## src/core/tx_fail_pkg.sv

```systemverilog
// Shared constants and types for the transmit mode-change sequencer
package tx_fail_pkg;

   // ==========================================================================
   // Failure codes
   localparam logic [2:0] FAIL_PARALLEL_WIDTH = 3'h1;
   localparam logic [2:0] FAIL_INTERNAL_WIDTH = 3'h2;
   localparam logic [2:0] FAIL_CLOCK_DIVIDER  = 3'h3;
   localparam logic [2:0] FAIL_RESET_DONE     = 3'h4;

   // ==========================================================================
   // Register map (byte addresses) and fields
   localparam logic [7:0] REG_CONTROL = 8'h00;
   localparam logic [7:0] REG_VALUES  = 8'h04;
   localparam logic [7:0] REG_STATUS  = 8'h08;

   localparam int CTRL_START_BIT = 0;
   localparam int CTRL_EN_LSB    = 1;
   localparam int NUM_ATTRS      = 3;

   localparam int VAL_PAR_LSB = 0;
   localparam int VAL_PAR_W   = 4;
   localparam int VAL_INT_LSB = 4;
   localparam int VAL_INT_W   = 2;
   localparam int VAL_DIV_LSB = 6;
   localparam int VAL_DIV_W   = 3;
   localparam int VAL_W       = 9;

   localparam int STAT_BUSY_BIT = 0;
   localparam int STAT_DONE_BIT = 1;
   localparam int STAT_FAIL_BIT = 2;
   localparam int STAT_CODE_LSB = 4;
   localparam int STAT_RTRY_LSB = 8;

   localparam logic [2:0]      EN_RESET     = 3'h0;
   localparam logic [VAL_W-1:0] VALUES_RESET = 9'h000;

   // ==========================================================================
   // Reconfiguration port addresses of the transmit attributes
   localparam logic [8:0] ADDR_PARALLEL_WIDTH = 9'h07A;
   localparam logic [8:0] ADDR_INTERNAL_WIDTH = 9'h085;
   localparam logic [8:0] ADDR_CLOCK_DIVIDER  = 9'h07C;

   // ==========================================================================
   // Timing
   localparam int CLOCK_HZ           = 20_000_000;
   localparam int RESET_DONE_WAIT_US = 100;
   localparam int RESET_DONE_CYCLES  = RESET_DONE_WAIT_US * (CLOCK_HZ / 1_000_000);
   localparam int RCFG_WAIT_US       = 5;
   localparam int RCFG_WAIT_CYCLES   = RCFG_WAIT_US * (CLOCK_HZ / 1_000_000);

   // ==========================================================================
   // Types
   typedef struct packed
   {
      logic        en;
      logic        we;
      logic [8:0]  addr;
      logic [15:0] wdata;
   } rcfg_req_t;

   typedef struct packed
   {
      logic        rdy;
      logic [15:0] rdata;
   } rcfg_rsp_t;

   typedef enum logic [2:0] {SEQ_IDLE, SEQ_PICK, SEQ_ATTR_WAIT, SEQ_RST, SEQ_RST_WAIT} seq_state_t;
   typedef enum logic [2:0] {AP_IDLE, AP_WRITE, AP_WAIT_W, AP_READ, AP_WAIT_R} ap_state_t;

endpackage

```

## src/core/tx_attr_port.sv

```systemverilog
// Write-then-read-back transactor on the transceiver reconfiguration port
`timescale 1ns/1ns
`default_nettype none
module tx_attr_port
   import tx_fail_pkg::*;
(
   input  wire logic                   CLOCK_IN,
   input  wire logic                   RESET_N_IN,
   input  wire logic                   START_IN,
   input  wire logic [8:0]             ADDR_IN,
   input  wire logic [15:0]            DATA_IN,
   input  wire tx_fail_pkg::rcfg_rsp_t RSP_IN,
   output var  tx_fail_pkg::rcfg_req_t REQ_OUT,
   output logic                        DONE_OUT,
   output logic                        MATCH_OUT
);
   import tx_fail_pkg::*;

   typedef struct packed
   {
      ap_state_t   st;
      rcfg_req_t   req;
      logic [15:0] cnt;
      logic        done;
      logic        match;
   } ap_regs_t;

   ap_regs_t s;
   ap_regs_t next_s;

   // ==========================================================================
   // Sequencing
   always_comb
   begin
      next_s        = s;
      next_s.req.en = 1'b0;
      next_s.done   = 1'b0;
      case (s.st)
         AP_IDLE:
         begin
            if (START_IN)
            begin
               next_s.req.addr  = ADDR_IN;
               next_s.req.wdata = DATA_IN;
               next_s.st        = AP_WRITE;
            end
         end
         AP_WRITE:
         begin
            next_s.req.en = 1'b1;
            next_s.req.we = 1'b1;
            next_s.cnt    = 16'h0000;
            next_s.st     = AP_WAIT_W;
         end
         AP_WAIT_R, AP_WAIT_W:
         begin
            next_s.cnt = s.cnt + 16'h0001;
            if (RSP_IN.rdy)
            begin
               if (s.st == AP_WAIT_W)
                  next_s.st = AP_READ;
               else
               begin
                  // Read-back compared against the value written
                  next_s.match = (RSP_IN.rdata == s.req.wdata);
                  next_s.done  = 1'b1;
                  next_s.st    = AP_IDLE;
               end
            end
            // A silent port counts as a mismatch so the caller retries
            else if (s.cnt == 16'(RCFG_WAIT_CYCLES - 1))
            begin
               next_s.match = 1'b0;
               next_s.done  = 1'b1;
               next_s.st    = AP_IDLE;
            end
         end
         AP_READ:
         begin
            next_s.req.en = 1'b1;
            next_s.req.we = 1'b0;
            next_s.cnt    = 16'h0000;
            next_s.st     = AP_WAIT_R;
         end
         default:
            next_s.st = AP_IDLE;
      endcase
   end

   always_ff @(posedge CLOCK_IN or negedge RESET_N_IN)
   begin
      if (!RESET_N_IN)
         s <= '0;
      else
         s <= next_s;
   end

   assign REQ_OUT   = s.req;
   assign DONE_OUT  = s.done;
   assign MATCH_OUT = s.match;

endmodule
`default_nettype wire

```

## src/core/tx_mode_change_failure_report.sv

```systemverilog
// Transmit mode-change sequencer with failure flag, cause code and Wishbone registers
//
// Summary of operation
// - Parallel width attribute still mismatching after all retries ends with code 1.
// - Internal width attribute still mismatching after all retries ends with code 2.
// - Serial clock divider attribute mismatching after all retries ends with code 3.
// - After writes, request datapath reset; no completion after retries gives code 4.
// - Every acknowledged attribute write is read back and compared; mismatch triggers a retry.
// - On failure drive the failure flag high and present the cause code.
// - Fail only after 2**top_bit - 1 retries; counter width set by parameter.
`timescale 1ns/1ns
`default_nettype none
module tx_mode_change_failure_report
   import tx_fail_pkg::*;
#(
   parameter int TX_RETRY_COUNTER_TOP_BIT = 3,
   parameter int RESET_DONE_WAIT          = RESET_DONE_CYCLES
)
(
   input  wire logic                   CLOCK_IN,
   input  wire logic                   RESET_N_IN,
   input  wire logic                   WB_CYC_IN,
   input  wire logic                   WB_STB_IN,
   input  wire logic                   WB_WE_IN,
   input  wire logic [7:0]             WB_ADR_IN,
   input  wire logic [3:0]             WB_SEL_IN,
   input  wire logic [31:0]            WB_DAT_IN,
   output logic [31:0]                 WB_DAT_OUT,
   output logic                        WB_ACK_OUT,
   output var  tx_fail_pkg::rcfg_req_t RCFG_REQ_OUT,
   input  wire tx_fail_pkg::rcfg_rsp_t RCFG_RSP_IN,
   output logic                        TX_DATAPATH_RESET_OUT,
   input  wire logic                   TX_RESET_DONE_IN,
   output logic                        TX_FAIL_OUT,
   output logic [2:0]                  TX_FAIL_CODE_OUT,
   output logic                        TX_BUSY_OUT
);
   import tx_fail_pkg::*;

   // ==========================================================================
   // State, kept as one registered struct
   localparam int RW = TX_RETRY_COUNTER_TOP_BIT;
   localparam logic [RW-1:0] RETRY_MAX = '1;

   typedef struct packed
   {
      seq_state_t           st;
      logic [1:0]           step;
      logic [RW-1:0]        retry;
      logic [15:0]          wait_cnt;
      logic                 busy;
      logic                 done;
      logic                 fail;
      logic [2:0]           code;
      logic                 rst_req;
      logic                 done_prev;
      logic                 attr_start;
      logic [NUM_ATTRS-1:0] enables;
      logic [VAL_W-1:0]     values;
      logic                 ack;
      logic [31:0]          rdata;
   } regs_t;

   regs_t s;
   regs_t next_s;

   logic        attr_done;
   logic        attr_match;
   logic [8:0]  attr_addr;
   logic [15:0] attr_data;

   // ==========================================================================
   // Helpers
   function automatic logic [2:0] code_of(input logic [1:0] step);
      case (step)
         2'h0:    code_of = FAIL_PARALLEL_WIDTH;
         2'h1:    code_of = FAIL_INTERNAL_WIDTH;
         2'h2:    code_of = FAIL_CLOCK_DIVIDER;
         default: code_of = FAIL_RESET_DONE;
      endcase
   endfunction

   // Byte-lane merge for the values register
   function automatic logic [7:0] merge8(input logic [7:0] old, input logic [7:0] nw, input logic en);
      merge8 = en ? nw : old;
   endfunction

   always_comb
   begin
      case (s.step)
         2'h0:
         begin
            attr_addr = ADDR_PARALLEL_WIDTH;
            attr_data = 16'(s.values[VAL_PAR_LSB +: VAL_PAR_W]);
         end
         2'h1:
         begin
            attr_addr = ADDR_INTERNAL_WIDTH;
            attr_data = 16'(s.values[VAL_INT_LSB +: VAL_INT_W]);
         end
         default:
         begin
            attr_addr = ADDR_CLOCK_DIVIDER;
            attr_data = 16'(s.values[VAL_DIV_LSB +: VAL_DIV_W]);
         end
      endcase
   end

   // ==========================================================================
   // Register bus and sequencer
   always_comb
   begin
      logic        hit;
      logic        start;
      logic [15:0] val16;
      hit   = WB_CYC_IN & WB_STB_IN;
      start = 1'b0;
      val16 = 16'(s.values);

      next_s            = s;
      next_s.attr_start = 1'b0;
      next_s.rst_req    = 1'b0;
      next_s.done_prev  = TX_RESET_DONE_IN;

      // Registered ack drops the cycle after it is seen
      next_s.ack = hit & ~s.ack;
      // Read data is latched with the ack so both stand for the same cycle
      if (hit & ~s.ack)
      begin
         next_s.rdata = 32'h0000_0000;
         case (WB_ADR_IN)
            REG_CONTROL: next_s.rdata[CTRL_EN_LSB +: NUM_ATTRS] = s.enables;
            REG_VALUES:  next_s.rdata[VAL_W-1:0] = s.values;
            REG_STATUS:
            begin
               next_s.rdata[STAT_BUSY_BIT]           = s.busy;
               next_s.rdata[STAT_DONE_BIT]           = s.done;
               next_s.rdata[STAT_FAIL_BIT]           = s.fail;
               next_s.rdata[STAT_CODE_LSB +: 3]      = s.code;
               next_s.rdata[STAT_RTRY_LSB +: RW]     = s.retry;
            end
            default:     next_s.rdata = 32'h0000_0000;
         endcase
      end
      if (hit & s.ack & WB_WE_IN)
      begin
         case (WB_ADR_IN)
            REG_CONTROL:
            begin
               // Enables may change at any time; start only acts when idle
               if (WB_SEL_IN[0])
               begin
                  next_s.enables = WB_DAT_IN[CTRL_EN_LSB +: NUM_ATTRS];
                  start          = WB_DAT_IN[CTRL_START_BIT];
               end
            end
            REG_VALUES:
            begin
               // Values are frozen while a sequence runs
               if (!s.busy)
               begin
                  val16[7:0]    = merge8(val16[7:0], WB_DAT_IN[7:0], WB_SEL_IN[0]);
                  val16[15:8]   = merge8(val16[15:8], WB_DAT_IN[15:8], WB_SEL_IN[1]);
                  next_s.values = val16[VAL_W-1:0];
               end
            end
            default:
               next_s.values = s.values;
         endcase
      end

      case (s.st)
         SEQ_IDLE:
         begin
            if (start)
            begin
               next_s.busy  = 1'b1;
               next_s.done  = 1'b0;
               next_s.fail  = 1'b0;
               // Code is kept; the fail flag says whether it is fresh
               next_s.step  = 2'h0;
               next_s.retry = '0;
               next_s.st    = SEQ_PICK;
            end
         end
         SEQ_PICK:
         begin
            if (s.step == 2'(NUM_ATTRS))
               next_s.st = SEQ_RST;
            else if (next_s.enables[s.step])
            begin
               next_s.attr_start = 1'b1;
               next_s.st         = SEQ_ATTR_WAIT;
            end
            // Disabled attributes are skipped without touching the port
            else
               next_s.step = s.step + 2'h1;
         end
         SEQ_ATTR_WAIT:
         begin
            if (attr_done)
            begin
               if (attr_match)
               begin
                  next_s.step  = s.step + 2'h1;
                  // Counter is shared with the reset step, so clear it per attribute
                  next_s.retry = '0;
                  next_s.st    = SEQ_PICK;
               end
               else if (s.retry == RETRY_MAX)
               begin
                  next_s.fail = 1'b1;
                  next_s.code = code_of(s.step);
                  next_s.busy = 1'b0;
                  next_s.st   = SEQ_IDLE;
               end
               else
               begin
                  next_s.retry = s.retry + 1'b1;
                  next_s.st    = SEQ_PICK;
               end
            end
         end
         SEQ_RST:
         begin
            // One-cycle pulse; the helper restarts its own sequence on it
            next_s.rst_req  = 1'b1;
            next_s.wait_cnt = 16'h0000;
            next_s.st       = SEQ_RST_WAIT;
         end
         SEQ_RST_WAIT:
         begin
            next_s.wait_cnt = s.wait_cnt + 16'h0001;
            // Only a fresh rising edge counts; a stale done level is ignored
            if (TX_RESET_DONE_IN & ~s.done_prev)
            begin
               next_s.done = 1'b1;
               next_s.busy = 1'b0;
               next_s.st   = SEQ_IDLE;
            end
            else if (s.wait_cnt == 16'(RESET_DONE_WAIT - 1))
            begin
               if (s.retry == RETRY_MAX)
               begin
                  next_s.fail = 1'b1;
                  next_s.code = FAIL_RESET_DONE;
                  next_s.busy = 1'b0;
                  next_s.st   = SEQ_IDLE;
               end
               else
               begin
                  // Each retry reissues the reset pulse
                  next_s.retry = s.retry + 1'b1;
                  next_s.st    = SEQ_RST;
               end
            end
         end
         default:
            next_s.st = SEQ_IDLE;
      endcase
   end

   always_ff @(posedge CLOCK_IN or negedge RESET_N_IN)
   begin
      if (!RESET_N_IN)
      begin
         s         <= '0;
         // Code never rests on a reserved value
         s.code    <= FAIL_PARALLEL_WIDTH;
         s.enables <= EN_RESET;
         s.values  <= VALUES_RESET;
      end
      else
         s <= next_s;
   end

   // ==========================================================================
   // Reconfiguration port transactor
   // A silent port ends as a mismatch inside it, never as a hang
   tx_attr_port u_attr_port
   (
      .CLOCK_IN   (CLOCK_IN),
      .RESET_N_IN (RESET_N_IN),
      .START_IN   (s.attr_start),
      .ADDR_IN    (attr_addr),
      .DATA_IN    (attr_data),
      .RSP_IN     (RCFG_RSP_IN),
      .REQ_OUT    (RCFG_REQ_OUT),
      .DONE_OUT   (attr_done),
      .MATCH_OUT  (attr_match)
   );

   // ==========================================================================
   // Outputs, all straight from flip-flops
   assign WB_DAT_OUT            = s.rdata;
   assign WB_ACK_OUT            = s.ack;
   assign TX_DATAPATH_RESET_OUT = s.rst_req;
   assign TX_FAIL_OUT           = s.fail;
   assign TX_FAIL_CODE_OUT      = s.code;
   assign TX_BUSY_OUT           = s.busy;

endmodule
`default_nettype wire

```

## config.mk

```make
export PLATFORM = sky130hd
export DESIGN_NAME = tx_mode_change_failure_report
export DESIGN_NICKNAME = d
export VERILOG_FILES = /design/src/core/tx_fail_pkg.sv /design/src/core/tx_attr_port.sv /design/src/core/tx_mode_change_failure_report.sv
export SDC_FILE = /design/constraint.sdc
export NUM_CORES = 1
export LEC_CHECK = 0
export BUFFER_PORTS_ARGS = -buffer_cell sky130_fd_sc_hd__buf_2
export CAP_MARGIN = 20
export CORE_AREA = 2 2 97 99
export CTS_CLUSTER_SIZE = 30
export DETAILED_ROUTE_END_ITERATION = 7
export DIE_AREA = 0 0 99 101
export PLACE_DENSITY = 0.86
export REMOVE_ABC_BUFFERS = 1
export SETUP_SLACK_MARGIN = 0.15
export SYNTH_ARGS = -nofsm -noshare
export SYNTH_HDL_FRONTEND = slang
export SYNTH_SLANG_ARGS = --single-unit
```

## constraint.sdc

```tcl
create_clock -name CLOCK_IN -period 3.75 [get_ports CLOCK_IN]
set_clock_uncertainty 0.1 [all_clocks]
set_input_delay 0.75 -clock CLOCK_IN [delete_from_list [all_inputs] [get_ports CLOCK_IN]]
set_output_delay 0.75 -clock CLOCK_IN [all_outputs]
set_load 0.05 [all_outputs]
```

==> impl_metrics.json <==
{
  "reg2reg_from": "s[77]",
  "grt_max_degree": 42,
  "htree_levels": 3,
  "arrival_ns": 2.58,
  "required_ns": 3.90,
  "clock.fmax_mhz": 411.8,
  "finalWirelength_mm": 10.91,
  "ys_types": 65,
  "dpl_cell_area_sq_um": 5209,
  "cts_buffer_depth": 2,
  "setup_viol": 0,
  "period_share_pct": 64.76,
  "cts_sinks": 88,
  "dieArea_sq_um": 9999,
  "yosys.area.top_type": "dfrtp_1",
  "p_seq_share_pct": 44.9,
  "ys_seq_elements": 88,
  "die_w_um": 99,
  "yosysMostFrequentCell": "dfrtp_1",
  "syn_avg_cell_area_sq_um": 9.363,
  "synthFlopType": "dfrtp_1",
  "drc": 0,
  "numCtsBuffers": 9,
  "p_clk_share_pct": 24.5,
  "reg2reg_depth": 5,
  "path_class": "reg -> reg",
  "area_growth_pct": 5.727,
  "slew_violations": 0,
  "ys_warn_count": 0,
  "row_count": 35,
  "rrSetupSlack_ns": 1.32,
  "ir_worst_vdd_v": 0.0002740,
  "grt_usage_pct": 21.85,
  "syn-cell-area_sq_um": 5112,
  "wire_per_inst_um": 15.61,
  "synth_top_cell_area_share_pct": 42.58,
  "syn_inst": 546,
  "setup_tns_ns": 0,
  "path_clk_slew_ns": 0.09,
  "holdCritPathClass": "in -> async",
  "cts-resized-gates": 0,
  "grt_pass1_wl_mm": 17.59,
  "pwr-share-comb_pct": 30.6,
  "power_density_nw_per_um2": 502.7,
  "core_sq_um": 8977,
  "rsz0062_at_grt": "false",
  "dpl.cell_count": 683,
  "p_leak_uw": 0.002735,
  "synth_area_leaders": "dfrtp_1 43%, buf_4 9.1%, nand2_1 4.8%",
  "start_util_pct": 56.95,
  "fin_nets": 659,
  "antenna_cells": 0,
  "cts_root_buf": "clkbuf_8",
  "crit_start": "s[77]",
  "clk_latency_ns": 0.36,
  "cts_setup_buffers": 0,
  "path_max_fanout": 16,
  "instances_no_fill": 699,
  "status": "complete, no violations",
  "grt_overflow_total": 0,
  "reg2reg_to": "s[69]",
  "cap_violations": 0,
  "async_flop_share_pct": 100.0,
  "cts_tree": "yes",
  "ant_nets": 0,
  "grt_pass1_vias": 3769,
  "drive_gt1_share_pct": 20.41,
  "startpoint_type": "flip-flop",
  "worstSetupEndpointType": "flip-flop",
  "worst_pin_slew_ns": 0.8530,
  "seq_area_frac_synth_pct": 43.10,
  "yosys-top-cells-count": "87 x dfrtp_1, 66 x nand2_1, 62 x buf_4",
  "drt_iter0_drc": 256,
  "hold_slack_ns": 0.2458,
  "slew_headroom_pct": 43.01,
  "dr.pass1.iters": 4,
  "via_count": 3941,
  "design_area_sq_um": 5405,
  "die_h_um": 101,
  "dpl.hpwl_mm": 7.897,
  "synth_edf_count": 0,
  "power_switching_share_pct": 39.09,
  "p_sw_uw": 1062,
  "holdBufCountCts": 0,
  "via_per_inst": 5.638,
  "routabilityCongestion": 0.8773,
  "ioPinCount": 133,
  "utilization_pct": 60.21,
  "internal-power_uw": 1655,
  "portBuffers": 73,
  "antenna_found_initial": 0,
  "period_needed_ns": 2.429,
  "finalHoldViolCount": 0,
  "critPathCapture": "s[69]"
}
registers in the layout, summed over array words and instances (netlist names):
register               count
TX_BUSY_OUT                1
TX_DATAPATH_RESET_OUT      1
TX_FAIL_CODE_OUT           3
TX_FAIL_OUT                1
WB_ACK_OUT                 1
WB_DAT_OUT                11
s                         39
u_attr_port.DONE_OUT       1
u_attr_port.MATCH_OUT      1
u_attr_port.REQ_OUT       10
u_attr_port.s             19
worst max-delay path: stages, from the launching register on:
cell and delay (ns):
dfrtp_1 0.64, or3b_1 0.66, nor4_4 0.45, and3_4 0.26, nand3_2 0.07, mux2i_1 0.13
through the flow:
step / power [uW] / worst slack, ns
CTS: 2713 / 1.349
finish: 2717 / 1.321
floorplan: 1806 / 1.407
detailed placement: 2043 / 1.043
global route: 2873 / 1.158
global placement: 1996 / 1.012
area by class of cell:
class,count,area (sq um)
Tap cell,111,138.9
Timing Repair Buffer,76,390.4
Clock buffer,10,127.6
Inverter,12,45.04
Sequential cell,88,2203
Fill cell,748,3572
Clock inverter,6,68.82
Multi-Input combinational cell,396,2431
power by group through the flow:
stage          logic [uW]  registers [uW]  clock network, uW
3_5_place_dp          813            1230                  0
4_1_cts               823            1210                678
3_3_place_gp          774            1220                  0
2_1_floorplan         564            1240                  0
5_1_grt               915            1240                718
6_report              832            1220                667
worst min path at each step:
stage	start	end	slack, ns
after floorplan	s[63]	s[63]	0.34
after global placement	WB_DAT_OUT[7]	WB_DAT_OUT[7]	0.35
after detailed placement	WB_DAT_OUT[7]	WB_DAT_OUT[7]	0.35
after CTS	RESET_N_IN	WB_DAT_OUT[1]	0.26
after global routing	RESET_N_IN	u_attr_port.REQ_OUT[3]	0.27
final	RESET_N_IN	u_attr_port.REQ_OUT[3]	0.25
layout by cell type, fill, tap and decap left out, types with 2 or more instances in the layout:
cell      count
dfrtp_1      87
buf_2        72
nand2_1      66
nor2_1       44
conb_1       34
o21ai_0      33
mux2i_1      18
mux2_2       15
a21oi_1      14
nand3_1      13
inv_1        12
xor2_1       12
nand2b_1     11
and3_1       11
nand4_1       9
a31oi_1       9
ha_1          9
clkbuf_8      9
nor3_1        8
nor2b_1       8
a22oi_1       8
and4_1        5
nor4_1        5
nor3b_1       5
xnor2_1       5
o22ai_1       4
buf_4         4
nand3b_1      3
or2_2         3
o31ai_1       3
and2_1        3
a22o_1        3
a21o_1        2
a32oi_1       2
a21boi_0      2
a41o_1        2
o211ai_1      2
clkinv_4      2
layer usage:
layer	GRT usage [%]	share of wire (%)	vias up	wire (um)
met3	3.051	4.4	12	477
li1	-	-	1885	-
met5	0	0	-	0
met4	8.219	1.3	0	147
met1	29.08	43	1933	4689
met2	36.54	51	111	5596
kinds of logic (layout without fill, tap and decap cells):
family | Yosys count | count (layout) | share of synthesized area, %
other | 1 | 34 | 0.07335
flip-flops | 88 | 88 | 43.10
AO/OA/AOI/OAI | 96 | 96 | 12.19
XOR/XNOR | 17 | 17 | 2.912
buffers and inverters | 95 | 104 | 11.77
adder cells (fa/ha/maj) | 9 | 9 | 2.203
multiplexers | 33 | 33 | 6.828
AND/OR/NAND/NOR | 207 | 207 | 20.93
Note: power is estimated with default switching activity, not from simulation.
